File: src/pkg/nfcf_pkg.sv
// constants, codes and carriers for the flash command front end and read path
package nfcf_pkg;
    localparam int ADDR_W = 24;
    localparam int DATA_W = 16;
    localparam int PAGE_W = 4 * DATA_W;

    // command codes seen on the low data byte of a write cycle
    localparam logic [7:0] CMD_READ_ARRAY  = 8'hFF;
    localparam logic [7:0] CMD_READ_STATUS = 8'h70;
    localparam logic [7:0] CMD_READ_IDENT  = 8'h90;
    localparam logic [7:0] CMD_READ_QUERY  = 8'h98;
    localparam logic [7:0] CMD_CLEAR_STAT  = 8'h50;
    localparam logic [7:0] CMD_ERASE_SETUP = 8'h20;
    localparam logic [7:0] CMD_CONFIRM     = 8'hD0;
    localparam logic [7:0] CMD_SUSPEND     = 8'hB0;
    localparam logic [7:0] CMD_LOCK_SETUP  = 8'h60;
    localparam logic [7:0] CMD_LOCK        = 8'h01;
    localparam logic [7:0] CMD_LOCKDOWN    = 8'h2F;
    localparam logic [7:0] CMD_PROT_SETUP  = 8'hC0;
    localparam logic [7:0] CMD_CONFIG_SET  = 8'h03;

    // status_word bit positions
    localparam int SW_READY      = 7;
    localparam int SW_ERASE_SUSP = 6;
    localparam int SW_ERASE_ERR  = 5;
    localparam int SW_PROG_ERR   = 4;
    localparam int SW_PROG_SUSP  = 2;

    // read_config_word fields and reset value
    localparam int              RC_MODE     = 15;
    localparam int              RC_LAT_HI   = 13;
    localparam int              RC_LAT_LO   = 11;
    localparam int              RC_WAIT_POL = 10;
    localparam int              RC_BL_HI    = 2;
    localparam logic [15:0]     RC_RESET    = 16'hBFCF;
    localparam logic [2:0]      BL_4        = 3'h1;
    localparam logic [2:0]      BL_8        = 3'h2;
    localparam logic [2:0]      BL_16       = 3'h3;
    localparam logic [4:0]      BL_4_WORDS  = 5'h04;
    localparam logic [4:0]      BL_8_WORDS  = 5'h08;
    localparam logic [4:0]      BL_16_WORDS = 5'h10;

    typedef enum logic [1:0] {
        CMD_IDLE    = 2'b00,
        CMD_ERASE_S = 2'b01,
        CMD_LOCK_S  = 2'b11,
        CMD_PROT_S  = 2'b10
    } nfcf_cmd_st_t;

    typedef enum logic [1:0] {
        RD_ARRAY  = 2'b00,
        RD_STATUS = 2'b01,
        RD_IDENT  = 2'b11,
        RD_QUERY  = 2'b10
    } nfcf_rd_st_t;

    typedef enum logic [1:0] {
        B_IDLE = 2'b00,
        B_LAT  = 2'b01,
        B_DATA = 2'b11,
        B_DONE = 2'b10
    } nfcf_burst_st_t;

    typedef enum logic [1:0] {
        LK_LOCK     = 2'b00,
        LK_UNLOCK   = 2'b01,
        LK_LOCKDOWN = 2'b10
    } nfcf_lock_t;

    // control pins, all active low except the burst clock
    typedef struct packed {
        logic ce_n;
        logic oe_n;
        logic we_n;
        logic address_valid_n;
        logic rst_n;
        logic burst_clk;
    } nfcf_pins_t;

    localparam nfcf_pins_t PINS_IDLE = '{1'b1, 1'b1, 1'b1, 1'b1, 1'b1, 1'b0};

    typedef struct packed {
        logic [ADDR_W-1:0] addr;
        logic [DATA_W-1:0] data;
    } nfcf_bus_t;
endpackage

File: src/rtl/nfcf_sync2.sv
// two-stage synchroniser for a group of pin inputs
`timescale 1ns/1ps
module nfcf_sync2 #(
    parameter int         W       = 1,
    parameter logic [W-1:0] RST_VAL = '0
) (
    input  wire logic         clk,
    input  wire logic         srst,
    input  wire logic [W-1:0] d,
    output logic      [W-1:0] q
);
    logic [W-1:0] meta_q;

    // first stage feeds only the second stage
    always_ff @(posedge clk) begin
        if (srst) begin
            meta_q <= RST_VAL;
            q      <= RST_VAL;
        end else begin
            meta_q <= d;
            q      <= meta_q;
        end
    end
endmodule

File: src/rtl/nfcf_front.sv
// command decoder, status word, read configuration and read path of the flash
// Operation
// - erase setup 0x20 then confirm 0xD0 starts erase of the confirm-cycle block
// - anything but confirm after erase setup sets status bits 4,5 and status read
// - during a running erase only read-status and suspend are accepted
// - status shown refreshes on ce/oe toggle async, ce/address-valid toggle sync
// - 0xB0 suspends; status shows program or erase suspended plus ready
// - suspended state persists until resume (0xD0) or until the reset input is asserted
// - 0xD0 while suspended resumes the suspended operation
// - after 0x60, 0x01 locks, 0xD0 unlocks, 0x2F locks down the block
// - other second cycle after lock setup, except 0x03, sets status bits 4 and 5
// - unlock of a locked-down block leaves protection unchanged
// - after 0xC0 the next cycle's address and data start protection program
// - after 0x60 a second cycle other than 0x01, 0xD0, 0x2F or 0x03 flags sequence error
// - valid config cycle loads address bits 15..0 and returns to array read
// - after reset: asynchronous page mode and array read state
// - four read states, changed by the matching read command, erase errors, erase start or config
// - asynchronous page reads happen only while config bit 15 is set
// - async mode keeps wait deasserted and ignores the burst clock
// - async access fetches a four-word page; address bits 1..0 pick the word
// - burst address latches on address-valid rise or clock edge while low
// - first word after programmed latency, later words on following edges
// - non-array sync reads repeat one word until burst length delivered
// - config bit 15 clear selects burst reads, set selects page reads
// - engine only sets error bits; 0x50 clears them
// - 0x70 selects status read on the low data byte
`timescale 1ns/1ps
module nfcf_front
    import nfcf_pkg::*;
(
    input  wire logic                 clk,
    input  wire logic                 srst,
    input  wire nfcf_pins_t           pins,
    input  wire nfcf_bus_t            bus_in,
    output logic [DATA_W-1:0]         dq_out,
    output logic                      dq_oe,
    output logic                      wait_out,
    output logic                      wait_oe,
    output logic                      array_rd,
    output logic [ADDR_W-3:0]         array_page_addr,
    input  wire logic [PAGE_W-1:0]    array_page,
    input  wire logic [DATA_W-1:0]    special_data,
    output logic                      erase_start,
    output logic                      suspend_req,
    output logic                      resume_req,
    input  wire logic                 eng_erase_busy,
    input  wire logic                 eng_prog_busy,
    input  wire logic                 eng_erase_fail,
    input  wire logic                 eng_prog_fail,
    output logic                      lock_req,
    output nfcf_lock_t                lock_action,
    input  wire logic                 lockdown_in,
    output logic                      prot_req,
    output logic [ADDR_W-1:0]         cmd_addr,
    output logic [DATA_W-1:0]         cmd_data,
    output logic [7:0]                status_word,
    output logic [15:0]               read_config_word,
    output nfcf_rd_st_t               read_state
);
    nfcf_pins_t     pins_s, pins_q;
    nfcf_bus_t      bus_s;
    nfcf_cmd_st_t   cmd_st_q, cmd_st_d;
    nfcf_rd_st_t    rd_st_q, rd_st_d;
    nfcf_burst_st_t b_st_q, b_st_d;
    logic [15:0]       rcr_q;
    logic              erase_err_q, prog_err_q, susp_erase_q, susp_prog_q;
    logic [7:0]        shown_q;
    logic [ADDR_W-1:0] addr_lat_q, baddr_q, cmd_addr_q;
    logic [DATA_W-1:0] cmd_data_q, dq_q;
    logic [ADDR_W-3:0] page_tag_q;
    logic [PAGE_W-1:0] page_q;
    logic              rd_q, rd_pend_q, dq_oe_q;
    logic              erase_start_q, suspend_q, resume_q, lock_q, prot_q;
    nfcf_lock_t        lock_act_q;
    logic [2:0]        lat_q;
    logic [4:0]        bcnt_q;

    // every pin passes two flops before any logic looks at it
    nfcf_sync2 #(.W($bits(nfcf_pins_t)), .RST_VAL(PINS_IDLE)) u_sync_pins (
        .clk  (clk),
        .srst (srst),
        .d    (pins),
        .q    (pins_s)
    );
    nfcf_sync2 #(.W($bits(nfcf_bus_t)), .RST_VAL('0)) u_sync_bus (
        .clk  (clk),
        .srst (srst),
        .d    (bus_in),
        .q    (bus_s)
    );

    // previous pin levels; idle reset value so no false edge follows reset
    always_ff @(posedge clk) begin
        if (srst) begin
            pins_q <= PINS_IDLE;
        end else begin
            pins_q <= pins_s;
        end
    end

    // edges of the synchronised pins; the reset pin acts like srst
    wire rst_all   = srst | ~pins_s.rst_n;
    wire ce_low    = ~pins_s.ce_n;
    wire ce_fall   = ~pins_s.ce_n & pins_q.ce_n;
    wire ce_tog    = pins_s.ce_n ^ pins_q.ce_n;
    wire oe_tog    = pins_s.oe_n ^ pins_q.oe_n;
    wire adv_tog   = pins_s.address_valid_n ^ pins_q.address_valid_n;
    wire adv_rise  = pins_s.address_valid_n & ~pins_q.address_valid_n;
    wire we_rise   = pins_s.we_n & ~pins_q.we_n & ce_low;
    wire bclk_rise = pins_s.burst_clk & ~pins_q.burst_clk;
    wire async_md  = rcr_q[RC_MODE];
    wire rd_active = ce_low & ~pins_s.oe_n & pins_s.we_n;

    // command filter: a running operation only hears status read and suspend
    wire [7:0] code      = bus_s.data[7:0];
    wire       suspended = susp_erase_q | susp_prog_q;
    wire       busy_run  = (eng_erase_busy | eng_prog_busy) & ~suspended;
    wire       cmd_ok    = ~busy_run | code == CMD_SUSPEND | code == CMD_READ_STATUS;
    wire       wr        = we_rise & cmd_ok;
    wire       idle_wr   = wr & cmd_st_q == CMD_IDLE;
    wire       erase_2nd = wr & cmd_st_q == CMD_ERASE_S;
    wire       lock_2nd  = wr & cmd_st_q == CMD_LOCK_S;

    // second-cycle decode
    wire lk_code   = code == CMD_LOCK | code == CMD_CONFIRM | code == CMD_LOCKDOWN;
    wire go_erase  = erase_2nd & code == CMD_CONFIRM;
    wire err_erase = erase_2nd & code != CMD_CONFIRM;
    wire err_lock  = lock_2nd & ~lk_code & code != CMD_CONFIG_SET;
    wire seq_err   = err_erase | err_lock;
    wire go_lock   = lock_2nd & lk_code & ~(code == CMD_CONFIRM & lockdown_in);
    wire go_cfg    = lock_2nd & code == CMD_CONFIG_SET;
    wire go_prot   = wr & cmd_st_q == CMD_PROT_S;
    wire go_susp   = idle_wr & code == CMD_SUSPEND & busy_run;
    wire go_resume = idle_wr & code == CMD_CONFIRM & suspended;
    wire go_clear  = idle_wr & code == CMD_CLEAR_STAT;
    wire [1:0] lk_sel = code == CMD_LOCK ? LK_LOCK : code == CMD_LOCKDOWN ? LK_LOCKDOWN : LK_UNLOCK;

    // setup codes open a two-cycle command; any second cycle closes it
    assign cmd_st_d = ~wr                          ? cmd_st_q :
                      cmd_st_q != CMD_IDLE         ? CMD_IDLE :
                      code == CMD_ERASE_SETUP      ? CMD_ERASE_S :
                      code == CMD_LOCK_SETUP       ? CMD_LOCK_S :
                      code == CMD_PROT_SETUP       ? CMD_PROT_S : CMD_IDLE;

    // read state moves only on read commands, erase errors, erase start or config
    assign rd_st_d = (err_erase | go_erase)                  ? RD_STATUS :
                     go_cfg                                  ? RD_ARRAY :
                     ~idle_wr                                ? rd_st_q :
                     code == CMD_READ_ARRAY                  ? RD_ARRAY :
                     code == CMD_READ_STATUS                 ? RD_STATUS :
                     code == CMD_READ_IDENT                  ? RD_IDENT :
                     code == CMD_READ_QUERY                  ? RD_QUERY : rd_st_q;

    // ready also while suspended, since the engine is parked
    assign status_word = {~(eng_erase_busy | eng_prog_busy) | suspended, susp_erase_q, erase_err_q,
                          prog_err_q, 1'b0, susp_prog_q, 2'b00};

    // command and status state
    always_ff @(posedge clk) begin
        if (rst_all) begin
            cmd_st_q <= CMD_IDLE;
            rd_st_q  <= RD_ARRAY;
            rcr_q    <= RC_RESET;
        end else begin
            cmd_st_q <= cmd_st_d;
            rd_st_q  <= rd_st_d;
            if (go_cfg) begin
                rcr_q <= bus_s.addr[15:0];
            end
        end
    end

    // error bits: a set in the clearing cycle wins over the clear
    always_ff @(posedge clk) begin
        if (rst_all) begin
            erase_err_q <= 1'b0;
            prog_err_q  <= 1'b0;
        end else begin
            erase_err_q <= (erase_err_q & ~go_clear) | seq_err | eng_erase_fail;
            prog_err_q  <= (prog_err_q & ~go_clear) | seq_err | eng_prog_fail;
        end
    end

    // suspend flags leave only by resume or by the reset input
    always_ff @(posedge clk) begin
        if (rst_all) begin
            susp_erase_q <= 1'b0;
            susp_prog_q  <= 1'b0;
        end else if (go_susp) begin
            susp_erase_q <= eng_erase_busy;
            susp_prog_q  <= ~eng_erase_busy;
        end else if (go_resume) begin
            susp_erase_q <= 1'b0;
            susp_prog_q  <= 1'b0;
        end
    end

    // one-cycle requests to the engine, lock store and protection logic
    always_ff @(posedge clk) begin
        if (rst_all) begin
            erase_start_q <= 1'b0;
            suspend_q     <= 1'b0;
            resume_q      <= 1'b0;
            lock_q        <= 1'b0;
            prot_q        <= 1'b0;
            lock_act_q    <= LK_LOCK;
            cmd_addr_q    <= '0;
            cmd_data_q    <= '0;
        end else begin
            erase_start_q <= go_erase;
            suspend_q     <= go_susp;
            resume_q      <= go_resume;
            lock_q        <= go_lock;
            prot_q        <= go_prot;
            if (go_lock) begin
                lock_act_q <= nfcf_lock_t'(lk_sel);
            end
            if (go_erase | go_lock | go_prot) begin
                cmd_addr_q <= bus_s.addr;
                cmd_data_q <= bus_s.data;
            end
        end
    end

    // shown status snapshot; a refresh needs a toggle, so polling alone shows old data
    wire refresh = async_md ? (ce_tog | oe_tog) : (ce_tog | adv_tog);
    always_ff @(posedge clk) begin
        if (rst_all) begin
            shown_q <= '0;
        end else if (refresh) begin
            shown_q <= status_word;
        end
    end

    // address is transparent while address valid is low, held once it rises
    wire [ADDR_W-1:0] addr_cur = pins_s.address_valid_n ? addr_lat_q : bus_s.addr;

    // burst control; bursts are linear and ignore the wrap option
    wire [4:0] bl_words = rcr_q[RC_BL_HI:0] == BL_4  ? BL_4_WORDS :
                          rcr_q[RC_BL_HI:0] == BL_8  ? BL_8_WORDS :
                          rcr_q[RC_BL_HI:0] == BL_16 ? BL_16_WORDS : 5'h00;
    wire b_latch = ~async_md & ce_low & b_st_q == B_IDLE
                   & (adv_rise | (bclk_rise & ~pins_s.address_valid_n));
    wire b_edge  = bclk_rise & ce_low;
    wire b_emit  = b_edge & ((b_st_q == B_LAT & lat_q <= 3'h1) | b_st_q == B_DATA);
    wire b_last  = bl_words != 5'h00 & bcnt_q + 5'h01 == bl_words;
    wire is_arr  = rd_st_q == RD_ARRAY;
    wire b_step  = b_emit & is_arr;

    assign b_st_d = ~ce_low ? B_IDLE :
                    b_latch ? B_LAT :
                    b_emit  ? (b_last ? B_DONE : B_DATA) : b_st_q;

    always_ff @(posedge clk) begin
        if (rst_all) begin
            b_st_q     <= B_IDLE;
            lat_q      <= '0;
            bcnt_q     <= '0;
            baddr_q    <= '0;
            addr_lat_q <= '0;
        end else begin
            b_st_q <= b_st_d;
            if (~pins_s.address_valid_n) begin
                addr_lat_q <= bus_s.addr;
            end
            if (b_latch) begin
                lat_q   <= rcr_q[RC_LAT_HI:RC_LAT_LO];
                bcnt_q  <= '0;
                baddr_q <= addr_cur;
            end else if (b_edge & b_st_q == B_LAT) begin
                lat_q <= lat_q - 3'h1;
            end
            if (b_emit) begin
                bcnt_q <= bcnt_q + 5'h01;
            end
            if (b_step) begin
                baddr_q <= baddr_q + ADDR_W'(1);
            end
        end
    end

    // page fetch: async on chip select or page change, sync at latch and page rollover
    wire a_fetch = async_md & ce_low & (ce_fall | addr_cur[ADDR_W-1:2] != page_tag_q);
    wire s_roll  = b_step & baddr_q[1:0] == 2'b11;
    wire fetch   = a_fetch | b_latch | s_roll;
    wire [ADDR_W-3:0] f_page = s_roll ? baddr_q[ADDR_W-1:2] + (ADDR_W-2)'(1) : addr_cur[ADDR_W-1:2];

    always_ff @(posedge clk) begin
        if (rst_all) begin
            rd_q       <= 1'b0;
            rd_pend_q  <= 1'b0;
            page_tag_q <= '0;
            page_q     <= '0;
        end else begin
            rd_q      <= fetch;
            rd_pend_q <= rd_q;
            if (fetch) begin
                page_tag_q <= f_page;
            end
            if (rd_pend_q) begin
                page_q <= array_page;
            end
        end
    end

    // data word selection; non-array reads repeat one word every edge
    wire [1:0]        w_idx   = async_md ? addr_cur[1:0] : baddr_q[1:0];
    wire [DATA_W-1:0] page_w  = page_q[16*w_idx +: 16];
    wire [DATA_W-1:0] nonarr  = rd_st_q == RD_STATUS ? {8'h00, shown_q} : special_data;
    wire [DATA_W-1:0] rd_word = is_arr ? page_w : nonarr;
    wire [DATA_W-1:0] dq_d    = async_md ? rd_word : (b_emit ? rd_word : dq_q);
    wire              waiting = ~async_md & (b_st_q == B_LAT | b_st_q == B_IDLE);

    always_ff @(posedge clk) begin
        if (rst_all) begin
            dq_q    <= '0;
            dq_oe_q <= 1'b0;
        end else begin
            dq_q    <= dq_d;
            dq_oe_q <= rd_active;
        end
    end

    // outputs; wait sits at its inactive level in page mode
    assign dq_out           = dq_q;
    assign dq_oe            = dq_oe_q;
    assign wait_out         = rcr_q[RC_WAIT_POL] ? waiting : ~waiting;
    assign wait_oe          = ce_low;
    assign array_rd         = rd_q;
    assign array_page_addr  = page_tag_q;
    assign erase_start      = erase_start_q;
    assign suspend_req      = suspend_q;
    assign resume_req       = resume_q;
    assign lock_req         = lock_q;
    assign lock_action      = lock_act_q;
    assign prot_req         = prot_q;
    assign cmd_addr         = cmd_addr_q;
    assign cmd_data         = cmd_data_q;
    assign read_config_word = rcr_q;
    assign read_state       = rd_st_q;

    // checks
    property p_erase_seq;
        @(posedge clk) disable iff (rst_all)
        err_erase |=> erase_err_q && prog_err_q && rd_st_q == RD_STATUS;
    endproperty
    a_erase_seq: assert property (p_erase_seq) else $error("erase sequence error not flagged");

    property p_busy_filter;
        @(posedge clk) disable iff (rst_all)
        we_rise && busy_run && code != CMD_SUSPEND && code != CMD_READ_STATUS
        |=> $stable(cmd_st_q) && $stable(rd_st_q) && !erase_start;
    endproperty
    a_busy_filter: assert property (p_busy_filter) else $error("command taken while busy");

    property p_suspend;
        @(posedge clk) disable iff (rst_all)
        go_susp |=> suspend_req && status_word[SW_READY] && (status_word[SW_ERASE_SUSP] || status_word[SW_PROG_SUSP]);
    endproperty
    a_suspend: assert property (p_suspend) else $error("suspend not shown in status");

    property p_susp_hold;
        @(posedge clk) disable iff (rst_all)
        susp_erase_q && !go_resume |=> susp_erase_q;
    endproperty
    a_susp_hold: assert property (p_susp_hold) else $error("erase suspend lost");

    property p_resume;
        @(posedge clk) disable iff (rst_all)
        go_resume |=> resume_req && !suspended ##1 !resume_req;
    endproperty
    a_resume: assert property (p_resume) else $error("resume not one pulse");

    property p_lockdown;
        @(posedge clk) disable iff (rst_all)
        lock_2nd && code == CMD_CONFIRM && lockdown_in |=> !lock_req;
    endproperty
    a_lockdown: assert property (p_lockdown) else $error("locked-down block unlocked");

    property p_config;
        @(posedge clk) disable iff (rst_all)
        go_cfg |=> read_config_word == $past(bus_s.addr[15:0]) && read_state == RD_ARRAY;
    endproperty
    a_config: assert property (p_config) else $error("config word not loaded");

    property p_pin_reset;
        @(posedge clk) disable iff (srst)
        !pins_s.rst_n |=> read_config_word == RC_RESET && read_state == RD_ARRAY && !suspended;
    endproperty
    a_pin_reset: assert property (p_pin_reset) else $error("reset state wrong");

    property p_async_wait;
        @(posedge clk) disable iff (rst_all)
        async_md && ce_low |-> wait_out == ~rcr_q[RC_WAIT_POL] && b_st_q == B_IDLE;
    endproperty
    a_async_wait: assert property (p_async_wait) else $error("wait asserted in page mode");

    property p_clear;
        @(posedge clk) disable iff (rst_all)
        go_clear && !eng_erase_fail && !eng_prog_fail |=> !status_word[SW_ERASE_ERR] && !status_word[SW_PROG_ERR];
    endproperty
    a_clear: assert property (p_clear) else $error("error bits not cleared");

    property p_status_cmd;
        @(posedge clk) disable iff (rst_all)
        idle_wr && code == CMD_READ_STATUS |=> read_state == RD_STATUS;
    endproperty
    a_status_cmd: assert property (p_status_cmd) else $error("status read not selected");
endmodule

File: config.mk
export PLATFORM = sky130hd
export DESIGN_NAME = nfcf_front
export DESIGN_NICKNAME = d
export VERILOG_FILES = /design/src/pkg/nfcf_pkg.sv /design/src/rtl/nfcf_sync2.sv /design/src/rtl/nfcf_front.sv
export SDC_FILE = /design/constraint.sdc
export NUM_CORES = 1
export LEC_CHECK = 0
export BUFFER_PORTS_ARGS = -buffer_cell sky130_fd_sc_hd__buf_2
export CAP_MARGIN = 20
export CORE_MARGIN = 5
export CORE_UTILIZATION = 40
export CTS_CLUSTER_SIZE = 30
export DETAILED_ROUTE_END_ITERATION = 16
export GPL_ROUTABILITY_DRIVEN = 0
export HOLD_SLACK_MARGIN = 0.12
export SLEW_MARGIN = 25
export SYNTH_ARGS = -nofsm -noshare
export SYNTH_HDL_FRONTEND = slang
export SYNTH_SLANG_ARGS = --single-unit
File: constraint.sdc
create_clock -name clk -period 3.45 [get_ports clk]
set_input_delay 0.1725 -clock clk [delete_from_list [all_inputs] [get_ports clk]]
set_output_delay 0.1725 -clock clk [all_outputs]
set_load 0.02 [all_outputs]
### Yosys cells after proc, flatten, opt, wreduce, memory -nomap -nowiden

Cells that the tools add are included.

| storage, ports and cells | value |
|---|---|
| input bits | 133 |
| bits in latches | 0 |
| memories | 0 |
| bits in read-only memories | 0 |
| bits in registers | 336 |
| logic and storage cells | 211 |
| output and inout port bits | 115 |
| bits in writable memories | 0 |

| cells by class | value |
|---|---|
| magnitude comparators | 1 |
| reductions and logical operators | 18 |
| div/mod/pow operators | 0 |
| $add $sub $neg | 4 |
| shift-type cells | 1 |
| eq/ne operators | 27 |
| bitwise operators | 85 |
| muxes and demuxes | 37 |
| multiply operators | 0 |

Operators by type and width:

| operator | number |
|---|---|
| two-way mux 24 bit | 3 |
| two-way mux 16 bit | 4 |
| indexed part select 64 x 7 -> 16 bit | 1 |
| == test 8 bit, second input constant | 6 |
| bitwise AND 1 bit | 42 |
| two-way mux 5 bit | 5 |
| adder 24 x 1 -> 24 bit, second input constant | 1 |
| == test 8 x 7 -> 1 bit, second input constant | 3 |
| OR 1 bit | 24 |
| adder 22 x 1 -> 22 bit, second input constant | 1 |
| two-way mux 2 bit | 11 |
| two-way mux 22 bit | 1 |
| inequality test 22 bit | 1 |
| == test 8 x 6 -> 1 bit, second input constant | 2 |
| NOT 1 bit | 16 |
| nonzero test 2 bit | 6 |
| two-way mux 1 bit | 11 |
| == test 2 bit, second input constant | 4 |
| == test 8 x 1 -> 1 bit, second input constant | 1 |
| == test 8 x 2 -> 1 bit, second input constant | 1 |
| inequality test 8 x 2 -> 1 bit, second input constant | 1 |
| inequality test 8 bit, second input constant | 1 |
| == test 2 x 1 -> 1 bit, second input constant | 3 |
| == test 3 x 2 -> 1 bit, second input constant | 2 |
| other kinds (15) | 22 |

### Depth between registers and ports, before layout

Gate-level depths: netlist (run 1).

| logic depth | value |
|---|---|
| depth after elaboration | 13 |
| mapped depth | 10 |
| depth with buffers taken out | 8 |

### Hierarchy

Synthesis (run 1) repeated with hierarchy kept, for this count alone.

| unflattened totals | value |
|---|---|
| cell total of the unflattened synthesis | 1393 |
| area total of the unflattened synthesis | 13500.4 sq um |

Modules (own cells, without submodules):

| module | area an instance (sq um) | sequential area each (sq um) | cells each | instances |
|---|---|---|---|---|
| nfcf_front | 11033.1 | 4884.7 | 1200 | 1 |
| nfcf_sync2 at u_sync_bus | 2142.1 | 1601.5 | 168 | 1 |
| nfcf_sync2 at u_sync_pins | 325.3 | 240.2 | 25 | 1 |

### Least setup slack after synthesis (run 1)

Ideal clock, no wire load.

| path | value |
|---|---|
| path kind | register -> register |
| start | register u_sync_pins.q[5] |
| end | register baddr_q[22] |
| stages on the path, launching flop included | 8 |
| slack | 1.288 ns |
| arrival | 2.042 ns |
| required time | 3.330 ns |
| clock period less this slack | 2.162 ns |
| library setup time | 0.120 ns |
| path buffers | 1 |
| cells stage by stage | dfxtp_1 > clkbuf_1 > inv_1 > nand4_1 > nor3_1 > nand3_1 > o211a_1 > o31a_1 |

| on the way | value |
|---|---|
| cells in the longest elaborated chain, start to end | 5 |
| elaborated cells between the ends (all ways) | 9 |
| classes of those cells | mux (1); bitwise (7); reduce/logical (1) |

RTL lines:

| item | line | RTL |
|---|---|---|
| start, declared | nfcf_sync2.sv:10 | `output logic [W-1:0] q` |
| start signal, assigned | nfcf_sync2.sv:21 | `q <= meta_q;` |
| NOT 1 bit (*) | nfcf_front.sv:103 | `wire ce_low = ~pins_s.ce_n;` |
| named net wait_oe | nfcf_front.sv:38 | `output logic wait_oe,` |
| bitwise AND 1 bit, on equally long branches | nfcf_front.sv:244, nfcf_front.sv:242 |  |
| bitwise AND 1 bit, on equally long branches | nfcf_front.sv:245, nfcf_front.sv:242 |  |
| bitwise AND 1 bit, on equally long branches | nfcf_front.sv:248, nfcf_front.sv:243 |  |
| two-way mux 24 bit or nonzero test 2 bit (tied branches) | - |  |
| end signal, assigned | nfcf_front.sv:269 | `baddr_q <= addr_cur;` |
| end signal, assigned | nfcf_front.sv:277 | `baddr_q <= baddr_q + ADDR_W'(1);` |
| end, declared | nfcf_front.sv:68 | `logic [ADDR_W-1:0] addr_lat_q, baddr_q, cmd_addr_q;` |

Mark *: on every way through the listed nets, which the timed path passes. The rest lies on a longest branch.
A chain may end at the register's enable or synchronous reset.

### Final worst setup path (run 1)

| path | value |
|---|---|
| start | register u_sync_pins.q[2] |
| end | register page_tag_q[6], in the netlist array_page_addr[6] |

| on the way | value |
|---|---|
| cells in the longest elaborated chain, start to end | 6 |
| elaborated cells between the ends (all ways) | 12 |
| classes of those cells | eq/ne (1); mux (2); bitwise (9) |

RTL lines:

| item | line | RTL |
|---|---|---|
| two-way mux 24 bit or NOT 1 bit (tied branches) | - |  |
| inequality test 22 bit or bitwise AND 1 bit (tied branches) | nfcf_front.sv:283, nfcf_front.sv:243 |  |
| OR 1 bit, on equally long branches | nfcf_front.sv:283, nfcf_front.sv:243 |  |
| bitwise AND 1 bit, on equally long branches | nfcf_front.sv:283, nfcf_front.sv:243 |  |
| OR 1 bit (2 in series) | nfcf_front.sv:285 | `wire fetch = a_fetch \| b_latch \| s_roll;` |
| end signal, assigned | nfcf_front.sv:298 | `page_tag_q <= f_page;` |
| end, declared | nfcf_front.sv:70 | `logic [ADDR_W-3:0] page_tag_q;` |

Several ways; a longest one is shown, not always the timed one.

==> impl_table.tex, run 1 <==
\begin{tabular}{lr}
\hline
Metric & Value \\
\hline
\multicolumn{2}{l}{\textbf{Status}} \\
Status & completed \\
\multicolumn{2}{l}{\textbf{Yosys}} \\
Cell taking the most area after synthesis & sky130\_fd\_sc\_hd\_\_dfxtp\_1 \\
Async SR Flop Fraction & 0 \\
Proportion of netlist area held by the largest area contributor & 0.492 \\
Post-synthesis register bit count & $\sim$340 \\
Post-synthesis instance area & 13,700 µm² \\
Top cells by area, synth & sky130\_fd\_sc\_hd\_\_dfxtp\_1, sky130\_fd\_sc\_hd\_\_mux2i\_1, sky130\_fd\_sc\_hd\_\_nor2\_1 \\
Portion of the post-synthesis area used by sequential elements & 0.492 \\
Number of enable-type register cells in the synthesized netlist & 0 \\
Gate count of the mapped netlist & approximately 1,400 \\
YS warnings & 0 \\
Yosys cell types & 66 \\
Mean instance size in the synthesized netlist & slightly below 10 µm² \\
Post-synth top flop & sky130\_fd\_sc\_hd\_\_dfxtp\_1 \\
\multicolumn{2}{l}{\textbf{Critical path}} \\
Internal reg-to-reg setup slack & 620 ps \\
Critical path fanouts, max & 35 \\
Endpoint of the worst register-to-register path & array\_page\_addr[6]\$\_SDFFE\_PP0P\_ \\
Depth of the worst register-to-register path & 7 \\
Required time at the worst-slack endpoint & 3880 ps \\
Kind of capture point of the worst setup path & register \\
Worst reg2reg path startpoint & u\_sync\_pins.q[2]\$\_SDFF\_PP1\_ \\
Worst Path Arrival & roughly 3300 ps \\
Class of the most critical setup path & register to register \\
Startpoint types & register \\
\multicolumn{2}{l}{\textbf{Layout}} \\
Commonest non-fill, non-tap cell in the layout & sky130\_fd\_sc\_hd\_\_dfxtp\_1 \\
Most frequent cells in the layout & sky130\_fd\_sc\_hd\_\_dfxtp\_1, sky130\_fd\_sc\_hd\_\_buf\_2, sky130\_fd\_sc\_hd\_\_nor2\_1, sky130\_fd\_sc\_hd\_\_mux2i\_1, sky130\_fd\_sc\_hd\_\_dlygate4sd3\_1 \\
Final design utilization & 0.530 \\
Area Overhead vs Synth & 30.3\% \\
Layout Nets & roughly 1,900 \\
Fraction of layout instances using a drive strength above 1 & 0.214 \\
Number of antenna repair diodes & 0 \\
\multicolumn{2}{l}{\textbf{Power}} \\
Cell Pwr Density & approximately 480 nW/µm² \\
Leakage Power & 7.55 nW \\
Max IR drop VDD & about 0.32 mV \\
Total power & between 8 and 9 mW \\
\multicolumn{2}{l}{\textbf{CTS}} \\
CTS root buffer & sky130\_fd\_sc\_hd\_\_clkbuf\_16 \\
Number of instances resized during post-cts repair & 0 \\
Clock buffer count from CTS & 37 \\
H-Tree Depth & 2 \\
Clock Sink Count & between 300 and 400 \\
Latest clock arrival within the worst-skew pair & 540 ps \\
Clock tree from TritonCTS & built \\
Maximum buffer depth of the clock tree & 3 \\
Clk pin slew, worst setup/hold paths & approximately 60 ps \\
\multicolumn{2}{l}{\textbf{Worst hold path}} \\
HP Class & primary input to register \\
Terminating pin of the worst hold path & u\_sync\_bus.q[15]\$\_SDFF\_PP0\_ \\
Cell depth of the worst min-delay path & 2 \\
Worst Hold Launch & srst \\
\multicolumn{2}{l}{\textbf{Floorplan}} \\
Die Wd & 195 µm \\
Area enclosed by the die boundary & around 38,000 µm² \\
Starting utilization of the core area & 0.407 \\
Area of the core & $\sim$34,000 µm² \\
Number of placed I/O pins & 248 \\
Placement row count & 67 \\
Y dimension of the die & approximately 190 µm \\
\multicolumn{2}{l}{\textbf{Global routing}} \\
Via count of the first global-routing pass & about 11,000 \\
Antenna violations before repair & 0 \\
Residual overflow from global routing & 0 \\
Global-route wire length before repair & slightly above 60,000 µm \\
Pin count of the biggest net entering global routing & 100 \\
Overall track demand over capacity in global routing & 0.195 \\
\multicolumn{2}{l}{\textbf{Route}} \\
Via count & about 11,000 \\
Number of nets with antenna violations after detailed routing & 0 \\
DRC violation total after the first TritonRoute iteration & 564 \\
DR DRC count & 0 \\
Wirelength, routed & roughly 38,000 µm \\
Detailed Routing Iterations Pass 1 & 5 \\
Average wire length per cell after detail routing & approximately 17 µm \\
Vias/cell & between 5 and 6 \\
\multicolumn{2}{l}{\textbf{STA}} \\
Min cycle time layout & around 2800 ps \\
Crit share post-route & 0.821 \\
Minimum setup slack in the final design & $\sim$620 ps \\
RSZ-0062 raised after global routing & no \\
Endpoints failing hold & 0 \\
Setup violations, final & 0 \\
Setup Skew & 41.0 ps \\
Worst rel slew slack & 0.335 \\
Summed negative setup slack over all endpoints & 0 ps \\
Number of slew-limit violations in the final report & 0 \\
Upper clock frequency limit & 0.353 GHz \\
Transition at the pin with the smallest max-transition slack & 994 ps \\
\multicolumn{2}{l}{\textbf{Place}} \\
Port buffer count & around 240 \\
Worst slack at placement & approximately 650 ps \\
Placed wire-length estimate after detailed placement & between 20,000 and 30,000 µm \\
\multicolumn{2}{l}{\textbf{Job}} \\
Maximum Capacitance Violations & 0 \\
\hline
\end{tabular}
-- area by class of cell --
type / count / area, µm²
clock buffer: 51 / 1030
clock inverter: 11 / 205
fill: 3025 / 15800
inverter: 12 / 45.0
multi-input combinational: 957 / 6450
sequential: 336 / 6730
tap: 448 / 561
timing repair buffer: 402 / 2790
-- metal layers --
layer / wire length (µm) / global-route usage
met1: 17200 / 0.260
met2: 17400 / 0.315
met3: 2530 / 0.0441
met4: 1150 / 0.0603
met5: 0 / 0
-- synth_stat cells (12+ instances only) --
cell / n
sky130_fd_sc_hd__dfxtp_1: 336
sky130_fd_sc_hd__nor2_1: 187
sky130_fd_sc_hd__mux2i_1: 152
sky130_fd_sc_hd__nand2_1: 111
sky130_fd_sc_hd__nor2b_1: 87
sky130_fd_sc_hd__clkbuf_1: 75
sky130_fd_sc_hd__a21oi_1: 54
sky130_fd_sc_hd__xnor2_1: 42
sky130_fd_sc_hd__o21ai_0: 31
sky130_fd_sc_hd__nand3_1: 30
sky130_fd_sc_hd__o211ai_1: 24
sky130_fd_sc_hd__nor3_1: 21
sky130_fd_sc_hd__nand4_1: 15
sky130_fd_sc_hd__or2_2: 15
sky130_fd_sc_hd__nor4_1: 13
sky130_fd_sc_hd__xor2_1: 13
sky130_fd_sc_hd__inv_1: 12
-- worst max path at each step --
| stage | startpoint | to | slack (ps) | depth (start not counted) |
|---|---|---|---|---|
| after floorplan | u_sync_pins.q[5]$_SDFF_PP1_ | baddr_q[22]$_SDFFE_PP0P_ | 1290 | 7 |
| after global placement | u_sync_bus.q[1]$_SDFF_PP0_ | read_config_word[1]$_SDFFE_PP1P_ | 700 | 6 |
| after detailed placement | u_sync_pins.q[2]$_SDFF_PP1_ | array_page_addr[4]$_SDFFE_PP0P_ | 650 | 7 |
| after CTS | u_sync_pins.q[2]$_SDFF_PP1_ | array_page_addr[6]$_SDFFE_PP0P_ | 610 | 7 |
| after global routing | u_sync_pins.q[2]$_SDFF_PP1_ | array_page_addr[13]$_SDFFE_PP0P_ | 430 | 8 |
| final | u_sync_pins.q[2]$_SDFF_PP1_ | array_page_addr[6]$_SDFFE_PP0P_ | 620 | 7 |
-- sequential cells by signal (all words and copies together), names as in the netlist, 3 cells and up --
| signal | cells |
|---|---|
| shown_q | 5 |
| u_sync_pins.meta_q | 6 |
| lat_q | 3 |
| array_page_addr | 22 |
| read_config_word | 16 |
| cmd_data | 16 |
| dq_out | 16 |
| addr_lat_q | 24 |
| u_sync_bus.meta_q | 40 |
| baddr_q | 24 |
| pins_q | 5 |
| cmd_addr | 24 |
| u_sync_pins.q | 6 |
| page_q | 64 |
| u_sync_bus.q | 40 |
| bcnt_q | 5 |
-- metrics by stage --
step | hold slack, ps | area (µm²) | cells
6_report | 261 | 17800 | 2217
3_3_place_gp | 368 | 15200 | 2024
3_5_place_dp | 358 | 15200 | 2024
5_1_grt | 306 | 17800 | 2217
4_1_cts | 260 | 17800 | 2216
2_1_floorplan | 276 | 13700 | 1411
-- power by group --
part           switching, mW  leakage (nW)  total [mW]  internal, mW
Clock                   1.59         0.596        3.99          2.40
Combinational          0.224          4.22       0.483         0.259
Sequential            0.0425          2.73        3.99          3.95
Total                   1.86          7.55        8.46          6.60
-- logic make-up (layout without fill, tap and decap cells) --
| logic type | Yosys count | count (layout) | share of synthesized area |
|---|---|---|---|
| AND/OR/NAND/NOR | 524 | 524 | 0.186 |
| flip-flops | 336 | 336 | 0.492 |
| AO/OA/AOI/OAI | 192 | 192 | 0.0932 |
| multiplexers | 176 | 176 | 0.147 |
| buffers and inverters | 118 | 476 | 0.0405 |
| XOR/XNOR | 55 | 55 | 0.0352 |
| adder cells (fa/ha/maj) | 7 | 7 | 0.00641 |
| other | 1 | 3 | 0.000274 |
-- critical path: stages (launching register included) --
cell and delay [ps]:
sky130_fd_sc_hd__dfxtp_2 340, sky130_fd_sc_hd__buf_12 260, sky130_fd_sc_hd__nor3b_1 150, sky130_fd_sc_hd__o21ai_4 780, sky130_fd_sc_hd__nand4_1 280, sky130_fd_sc_hd__o22ai_4 430
sky130_fd_sc_hd__buf_4 290, sky130_fd_sc_hd__mux2i_1 190
-- timing repair --
action,4_1_cts,5_1_grt
hold buffers,130,0
endpoints found under the hold margin,131,0
setup buffers,0,0
Note: power is estimated with default switching activity, not from simulation.
==> run 2: changes to the inputs <==
Clock period 3.45 ns to 2.9 ns, I/O delays scaled along.
==> impl_table.tex, run 2 (synthesis results as in run 1) <==
\begin{tabular}{lr}
\hline
Metric & Value \\
\hline
\multicolumn{2}{l}{\textbf{Status}} \\
Status & completed (unchanged) \\
\multicolumn{2}{l}{\textbf{Route}} \\
Via count & 11,300 (was 11,100) \\
Wirelength, routed & 39,300 µm (was 38,300 µm) \\
DR DRC count & 0 (unchanged) \\
Vias/cell & 5.04 (was 5.01) \\
Detailed Routing Iterations Pass 1 & 5 (unchanged) \\
DRC violation total after the first TritonRoute iteration & 610 (was 564) \\
Number of nets with antenna violations after detailed routing & 0 (unchanged) \\
Average wire length per cell after detail routing & 17.5 µm (was 17.3 µm) \\
\multicolumn{2}{l}{\textbf{Place}} \\
Worst slack at placement & 223 ps (was 649 ps) \\
Dpl cell area & 15,400 µm² (was 15,200 µm²) \\
\# placed instances & 2,042 (was 2,024) \\
Port buffer count & 244 (unchanged) \\
Placed wire-length estimate after detailed placement & 27,000 µm (was 25,900 µm) \\
\multicolumn{2}{l}{\textbf{Critical path}} \\
Class of the most critical setup path & register to register (unchanged) \\
Depth of the worst register-to-register path & 8 (was 7) \\
Critical path fanouts, max & 17 (was 35) \\
Worst Path Arrival & 3160 ps (was 3270 ps) \\
Worst reg2reg path startpoint & u\_sync\_pins.q[2]\$\_SDFF\_PP1\_ (unchanged) \\
Internal reg-to-reg setup slack & 180 ps (was 620 ps) \\
Required time at the worst-slack endpoint & 3350 ps (was 3880 ps) \\
Critical Path Sink & array\_page\_addr[5]\$\_SDFFE\_PP0P\_ (was array\_page\_addr[6]\$\_SDFFE\_PP0P\_) \\
Kind of capture point of the worst setup path & register (unchanged) \\
Critical Path Slowest Stage Cell & sky130\_fd\_sc\_hd\_\_dfxtp\_2 (was sky130\_fd\_sc\_hd\_\_o21ai\_4) \\
Critical path launch point & u\_sync\_pins.q[2]\$\_SDFF\_PP1\_ (unchanged) \\
Endpoint of the worst register-to-register path & array\_page\_addr[5]\$\_SDFFE\_PP0P\_ (was array\_page\_addr[6]\$\_SDFFE\_PP0P\_) \\
Highest cell delay on the worst timing path & 680 ps (was 780 ps) \\
Startpoint types & register (unchanged) \\
Cells along the critical path & buf\_4, mux2i\_1, xnor2\_1, nor4\_1, nand4\_1, o22ai\_4, buf\_4, mux2i\_1 (was buf\_12, nor3b\_1, o21ai\_4, nand4\_1, o22ai\_4, buf\_4, mux2i\_1) \\
\multicolumn{2}{l}{\textbf{Power}} \\
Share of power burned in the clock network & 0.475 (was 0.472) \\
Comb pwr share & 0.057 (about the same) \\
Switch Pwr & 2.20 mW (was 1.86 mW) \\
Leakage Power & 7.68 nW (was 7.55 nW) \\
P\_int & 7.95 mW (was 6.60 mW) \\
Cell Pwr Density & 564 nW/µm² (was 475 nW/µm²) \\
Portion of total power attributed to sequential cells & 0.468 (was 0.471) \\
Total power & 10.1 mW (was 8.46 mW) \\
Max IR drop VDD & 0.493 mV (was 0.318 mV) \\
Switch share & 0.217 (was 0.220) \\
\multicolumn{2}{l}{\textbf{Global routing}} \\
Antenna violations before repair & 1 (was 0) \\
Residual overflow from global routing & 0 (unchanged) \\
Pin count of the biggest net entering global routing & 95 (was 100) \\
Overall track demand over capacity in global routing & 0.199 (was 0.195) \\
Global-route wire length before repair & 62,700 µm (was 60,800 µm) \\
Via count of the first global-routing pass & 11,300 (was 11,100) \\
\multicolumn{2}{l}{\textbf{CTS}} \\
Clock Sink Count & 336 (unchanged) \\
Post-CTS Repair Setup Buffers & 0 (unchanged) \\
Number of instances resized during post-cts repair & 0 (unchanged) \\
Maximum buffer depth of the clock tree & 3 (unchanged) \\
Clock tree from TritonCTS & built (unchanged) \\
CTS root buffer & sky130\_fd\_sc\_hd\_\_clkbuf\_16 (unchanged) \\
Clock buffer count from CTS & 38 (was 37) \\
Latest clock arrival within the worst-skew pair & 520 ps (was 540 ps) \\
H-Tree Depth & 2 (unchanged) \\
Clk pin slew, worst setup/hold paths & 60 ps (about the same) \\
\multicolumn{2}{l}{\textbf{STA}} \\
Summed negative setup slack over all endpoints & 0 ps (unchanged) \\
Upper clock frequency limit & 0.368 GHz (was 0.353 GHz) \\
Worst rel slew slack & 0.440 (was 0.335) \\
Endpoints failing hold & 0 (unchanged) \\
Setup violations, final & 0 (unchanged) \\
Setup Skew & 17.4 ps (was 41.0 ps) \\
RSZ-0062 raised after global routing & no (unchanged) \\
Min cycle time layout & 2720 ps (was 2830 ps) \\
Transition at the pin with the smallest max-transition slack & 840 ps (was 994 ps) \\
Minimum setup slack in the final design & 183 ps (was 618 ps) \\
Number of slew-limit violations in the final report & 0 (unchanged) \\
Crit share post-route & 0.937 (was 0.821) \\
\multicolumn{2}{l}{\textbf{Worst hold path}} \\
Cell depth of the worst min-delay path & 5 (was 2) \\
HP Class & primary input to register (unchanged) \\
\multicolumn{2}{l}{\textbf{Floorplan}} \\
Number of placed I/O pins & 248 (unchanged) \\
Area enclosed by the die boundary & 38,000 µm² (unchanged) \\
Area of the core & 33,600 µm² (unchanged) \\
Die Wd & 195 µm (unchanged) \\
Placement row count & 67 (unchanged) \\
Y dimension of the die & 195 µm (unchanged) \\
Starting utilization of the core area & 0.407 (unchanged) \\
\multicolumn{2}{l}{\textbf{Layout}} \\
Fill cell count & 2,988 (was 3,025) \\
Registers with the highest flip-flop counts & page\_q: 64 flops, u\_sync\_bus.meta\_q: 40 flops, u\_sync\_bus.q: 40 flops (unchanged) \\
Fraction of layout instances using a drive strength above 1 & 0.225 (was 0.214) \\
Flip-flop count of the largest register after layout & 64 (unchanged) \\
Top reg by flops & page\_q (unchanged) \\
Layout Nets & 1,906 (was 1,886) \\
Most frequent cells in the layout & sky130\_fd\_sc\_hd\_\_dfxtp\_1, sky130\_fd\_sc\_hd\_\_buf\_2, sky130\_fd\_sc\_hd\_\_nor2\_1, sky130\_fd\_sc\_hd\_\_mux2i\_1, sky130\_fd\_sc\_hd\_\_dlygate4sd3\_1 (unchanged) \\
Area Overhead vs Synth & 31.7\% (was 30.3\%) \\
Non-Filler Instances & 2,241 (was 2,217) \\
Commonest non-fill, non-tap cell in the layout & sky130\_fd\_sc\_hd\_\_dfxtp\_1 (unchanged) \\
Cell area after layout & 18,000 µm² (was 17,800 µm²) \\
\multicolumn{2}{l}{\textbf{Job}} \\
Maximum Capacitance Violations & 0 (unchanged) \\
\hline
\end{tabular}
-- run 2: changes by cell type in the layout (fill, tap and decap cells not counted), sizes merged --
cell and delta:
buf +18, clkinv +2, inv +2, dlygate4sd3 +1
bufinv -1, diode +1, clkinvlp -1, clkbuf +2
-- run 2: cell type report --
class	instances	area [µm²]	area share
inverter	12	45.0	0.00250
clock buffer	53	1110	0.0616
sequential	336	6730	0.374
multi-input combinational	957	6440	0.358
timing repair buffer	421	2950	0.164
clock inverter	13	159	0.00883
antenna	1	2.50	0.000139
tap	448	561	0.0311
-- run 2: stage by stage --
stage	hold slack, ps	utilization
floorplan	249	-
global placement	347	0.458
detailed placement	345	0.458
CTS	286	0.534
global route	339	0.535
finish	280	0.535
-- run 2: worst max-delay path: cells and delay by family (launching register included) --
family | cells | cell delay (ps)
XOR/XNOR | 1 | 120
buffers and inverters | 2 | 480
flip-flops | 1 | 680
multiplexers | 2 | 610
AND/OR/NAND/NOR | 2 | 490
AO/OA/AOI/OAI | 1 | 240
-- run 2: metal layers --
layer / vias up / global-route usage / part of all wire
met2: 354 / 0.322 / 0.46
met5: - / 0 / 0
met1: 5319 / 0.269 / 0.45
li1: 5560 / - / -
met4: 0 / 0.0548 / 0.024
met3: 70 / 0.0461 / 0.067
-- run 2: worst min path at each step --
| stage | startpoint | end | slack [ps] |
|---|---|---|---|
| after floorplan | pins[1] | u_sync_pins.meta_q[1]$_SDFF_PP1_ | 250 |
| after global placement | pins[1] | u_sync_pins.meta_q[1]$_SDFF_PP1_ | 350 |
| after detailed placement | pins[2] | u_sync_pins.meta_q[2]$_SDFF_PP1_ | 340 |
| after CTS | eng_prog_busy | shown_q[7]$_SDFFE_PP0P_ | 290 |
| after global routing | eng_prog_busy | shown_q[7]$_SDFFE_PP0P_ | 340 |
| final | eng_prog_busy | shown_q[7]$_SDFFE_PP0P_ | 280 |
-- run 2: timing repair --
item,CTS,global route
hold buffers,131,0
hold endpoints to repair,140,0
endpoints found under the setup margin,0,0
-- run 2: power by group through the flow --
stage / logic [mW] / registers, mW / clock network [mW]
after global routing: 0.624 / 4.76 / 5.13
after floorplan: 0.279 / 4.82 / 0
after global placement: 0.427 / 4.85 / 0
after CTS: 0.568 / 4.75 / 4.95
after detailed placement: 0.430 / 4.86 / 0
final: 0.578 / 4.75 / 4.82
==> run 3: changes to the inputs <==
Settings changed: CORE_MARGIN 5 to default, MAX_ROUTING_LAYER from default to met4.
==> impl_table.tex, run 3 (synthesis results as in run 1) <==
\begin{tabular}{lr}
\hline
Metric & Value \\
\hline
\multicolumn{2}{l}{\textbf{Worst hold path}} \\
HP Class & primary input to register (unchanged) \\
\multicolumn{2}{l}{\textbf{Job}} \\
Maximum Capacitance Violations & 0 (unchanged) \\
\multicolumn{2}{l}{\textbf{Global routing}} \\
Residual overflow from global routing & 0 (unchanged) \\
Via count of the first global-routing pass & 10,800 (was 11,300) \\
Antenna violations before repair & 1 (unchanged) \\
Overall track demand over capacity in global routing & 0.215 (was 0.199) \\
Global-route wire length before repair & 58,700 µm (was 62,700 µm) \\
Pin count of the biggest net entering global routing & 93 (was 95) \\
\multicolumn{2}{l}{\textbf{Place}} \\
Port buffer count & 244 (unchanged) \\
Worst slack at placement & 370 ps (was 223 ps) \\
Dpl cell area & 15,500 µm² (was 15,400 µm²) \\
\# placed instances & 2,049 (was 2,042) \\
Placed wire-length estimate after detailed placement & 25,200 µm (was 27,000 µm) \\
\multicolumn{2}{l}{\textbf{Layout}} \\
Fraction of layout instances using a drive strength above 1 & 0.225 (about the same) \\
Flip-flop count of the largest register after layout & 64 (unchanged) \\
Most frequent cells in the layout & sky130\_fd\_sc\_hd\_\_dfxtp\_1, sky130\_fd\_sc\_hd\_\_buf\_2, sky130\_fd\_sc\_hd\_\_nor2\_1, sky130\_fd\_sc\_hd\_\_mux2i\_1, sky130\_fd\_sc\_hd\_\_dlygate4sd3\_1 (unchanged) \\
Cell area after layout & 18,000 µm² (about the same) \\
Area Overhead vs Synth & 31.6\% (was 31.7\%) \\
Top reg by flops & page\_q (unchanged) \\
Layout Nets & 1,913 (was 1,906) \\
Final design utilization & 0.535 (about the same) \\
Registers with the highest flip-flop counts & page\_q: 64 flops, u\_sync\_bus.meta\_q: 40 flops, u\_sync\_bus.q: 40 flops (unchanged) \\
Commonest non-fill, non-tap cell in the layout & sky130\_fd\_sc\_hd\_\_dfxtp\_1 (unchanged) \\
Non-Filler Instances & 2,247 (was 2,241) \\
\multicolumn{2}{l}{\textbf{Floorplan}} \\
Number of placed I/O pins & 248 (unchanged) \\
Placement row count & 67 (unchanged) \\
Die Wd & 187 µm (was 195 µm) \\
Starting utilization of the core area & 0.407 (unchanged) \\
Area enclosed by the die boundary & 34,900 µm² (was 38,000 µm²) \\
Area of the core & 33,600 µm² (unchanged) \\
Y dimension of the die & 187 µm (was 195 µm) \\
\multicolumn{2}{l}{\textbf{Power}} \\
Max IR drop VDD & 0.419 mV (was 0.493 mV) \\
P\_int & 7.73 mW (was 7.95 mW) \\
Portion of total power attributed to sequential cells & 0.479 (was 0.468) \\
Comb pwr share & 0.059 (was 0.057) \\
Leakage Power & 7.66 nW (was 7.68 nW) \\
Cell Pwr Density & 551 nW/µm² (was 564 nW/µm²) \\
Switch Pwr & 2.18 mW (was 2.20 mW) \\
Total power & 9.91 mW (was 10.1 mW) \\
Share of power burned in the clock network & 0.462 (was 0.475) \\
Switch share & 0.220 (was 0.217) \\
\multicolumn{2}{l}{\textbf{Critical path}} \\
Critical path buffers and inverters & 0 (was 2) \\
Worst Path Arrival & 2920 ps (was 3160 ps) \\
Internal reg-to-reg setup slack & 380 ps (was 180 ps) \\
Critical Path Slowest Stage Cell & sky130\_fd\_sc\_hd\_\_or4\_1 (was sky130\_fd\_sc\_hd\_\_dfxtp\_2) \\
Kind of capture point of the worst setup path & register (unchanged) \\
Critical path fanouts, max & 17 (unchanged) \\
Critical path launch point & u\_sync\_bus.q[0]\$\_SDFF\_PP0\_ (was u\_sync\_pins.q[2]\$\_SDFF\_PP1\_) \\
Worst reg2reg path startpoint & u\_sync\_bus.q[0]\$\_SDFF\_PP0\_ (was u\_sync\_pins.q[2]\$\_SDFF\_PP1\_) \\
Required time at the worst-slack endpoint & 3300 ps (was 3350 ps) \\
Top delay family on crit path & simple AND/OR/NAND/NOR gates (was flip-flops) \\
Class of the most critical setup path & register to register (unchanged) \\
Startpoint types & register (unchanged) \\
Critical Path Sink & susp\_prog\_q\$\_SDFFE\_PP0P\_ (was array\_page\_addr[5]\$\_SDFFE\_PP0P\_) \\
Highest cell delay on the worst timing path & 600 ps (was 680 ps) \\
Endpoint of the worst register-to-register path & susp\_prog\_q\$\_SDFFE\_PP0P\_ (was array\_page\_addr[5]\$\_SDFFE\_PP0P\_) \\
Cells along the critical path & or4\_1, nor3\_1, o211a\_1, nand2\_1, o21a\_1, a22o\_1 (was buf\_4, mux2i\_1, xnor2\_1, nor4\_1, nand4\_1, o22ai\_4, buf\_4, mux2i\_1) \\
Path length in cells of the critical path & 6 (was 8) \\
Depth of the worst register-to-register path & 6 (was 8) \\
\multicolumn{2}{l}{\textbf{Route}} \\
Via count & 11,200 (was 11,300) \\
DR DRC count & 0 (unchanged) \\
Detailed Routing Iterations Pass 1 & 5 (unchanged) \\
Number of nets with antenna violations after detailed routing & 0 (unchanged) \\
DRC violation total after the first TritonRoute iteration & 660 (was 610) \\
Vias/cell & 4.99 (was 5.04) \\
Wirelength, routed & 37,200 µm (was 39,300 µm) \\
Average wire length per cell after detail routing & 16.6 µm (was 17.5 µm) \\
\multicolumn{2}{l}{\textbf{STA}} \\
Transition at the pin with the smallest max-transition slack & 860 ps (was 840 ps) \\
Endpoints failing hold & 0 (unchanged) \\
Hold\_ws & 276 ps (was 280 ps) \\
Worst rel slew slack & 0.427 (was 0.440) \\
Setup violations, final & 0 (unchanged) \\
Min cycle time layout & 2520 ps (was 2720 ps) \\
Crit share post-route & 0.870 (was 0.937) \\
Setup Skew & 17.9 ps (was 17.4 ps) \\
Upper clock frequency limit & 0.397 GHz (was 0.368 GHz) \\
RSZ-0062 raised after global routing & no (unchanged) \\
Number of slew-limit violations in the final report & 0 (unchanged) \\
Summed negative setup slack over all endpoints & 0 ps (unchanged) \\
Minimum setup slack in the final design & 378 ps (was 183 ps) \\
\multicolumn{2}{l}{\textbf{CTS}} \\
Latest clock arrival within the worst-skew pair & 520 ps (about the same) \\
H-Tree Depth & 2 (unchanged) \\
Clk pin slew, worst setup/hold paths & 60 ps (about the same) \\
Maximum buffer depth of the clock tree & 3 (unchanged) \\
CTS root buffer & sky130\_fd\_sc\_hd\_\_clkbuf\_16 (unchanged) \\
Clock buffer count from CTS & 38 (unchanged) \\
Clock Sink Count & 336 (unchanged) \\
Number of instances resized during post-cts repair & 0 (unchanged) \\
Clock tree from TritonCTS & built (unchanged) \\
\multicolumn{2}{l}{\textbf{Status}} \\
Status & completed (unchanged) \\
\hline
\end{tabular}
run 3: cell count changes in the layout (fill, tap and decap cells not counted), sizes merged:
| cell | change |
|---|---|
| buf | +7 |
| bufinv | -1 |
| clkinvlp | +1 |
| inv | -1 |
run 3: timing repair:
item | CTS | global route
buffers inserted | 0 | 0
hold buffers | 131 | 0
hold endpoints to repair | 140 | 0
run 3: worst min path at each step:
| stage | depth (start not counted) | startpoint | slack, ps | end |
|---|---|---|---|---|
| after detailed placement | 2 | pins[2] | 330 | u_sync_pins.meta_q[2]$_SDFF_PP1_ |
| after global routing | 5 | eng_prog_busy | 330 | shown_q[7]$_SDFFE_PP0P_ |
| after global placement | 2 | pins[2] | 330 | u_sync_pins.meta_q[2]$_SDFF_PP1_ |
| final | 5 | eng_prog_busy | 280 | shown_q[7]$_SDFFE_PP0P_ |
| after CTS | 5 | eng_prog_busy | 270 | shown_q[7]$_SDFFE_PP0P_ |
| after floorplan | 1 | pins[1] | 250 | u_sync_pins.meta_q[1]$_SDFF_PP1_ |
run 3: routing by layer:
metal	track usage	share of wire	up-vias
met5	-	0	-
met4	0.0558	0.022	0
met3	0.0428	0.069	64
met2	0.334	0.44	374
met1	0.287	0.47	5179
li1	-	-	5592
run 3: final cells by class:
| cell class | count | area, µm² |
|---|---|---|
| inverters | 12 | 45.0 |
| diodes | 1 | 2.50 |
| multi-input cells | 957 | 6440 |
| fillers | 3046 | 15600 |
| well taps | 448 | 561 |
| flip-flops and latches | 336 | 6730 |
| clock inverters | 12 | 116 |
| clock buffers | 53 | 1060 |
| repair buffers | 428 | 3030 |
run 3: power by group through the flow:
stage          logic [mW]  clock network (mW)  registers (mW)
2_1_floorplan       0.279                   0            4.82
3_3_place_gp        0.434                   0            4.85
3_5_place_dp        0.437                   0            4.85
4_1_cts             0.576                4.68            4.75
5_1_grt             0.631                4.90            4.75
6_report            0.582                4.58            4.75
run 3: worst reg2reg max path: cells and delay by family (launching register included):
kind | cells | cell delay (ps)
AO/OA/AOI/OAI | 3 | 980
flip-flops | 1 | 360
AND/OR/NAND/NOR | 3 | 1100
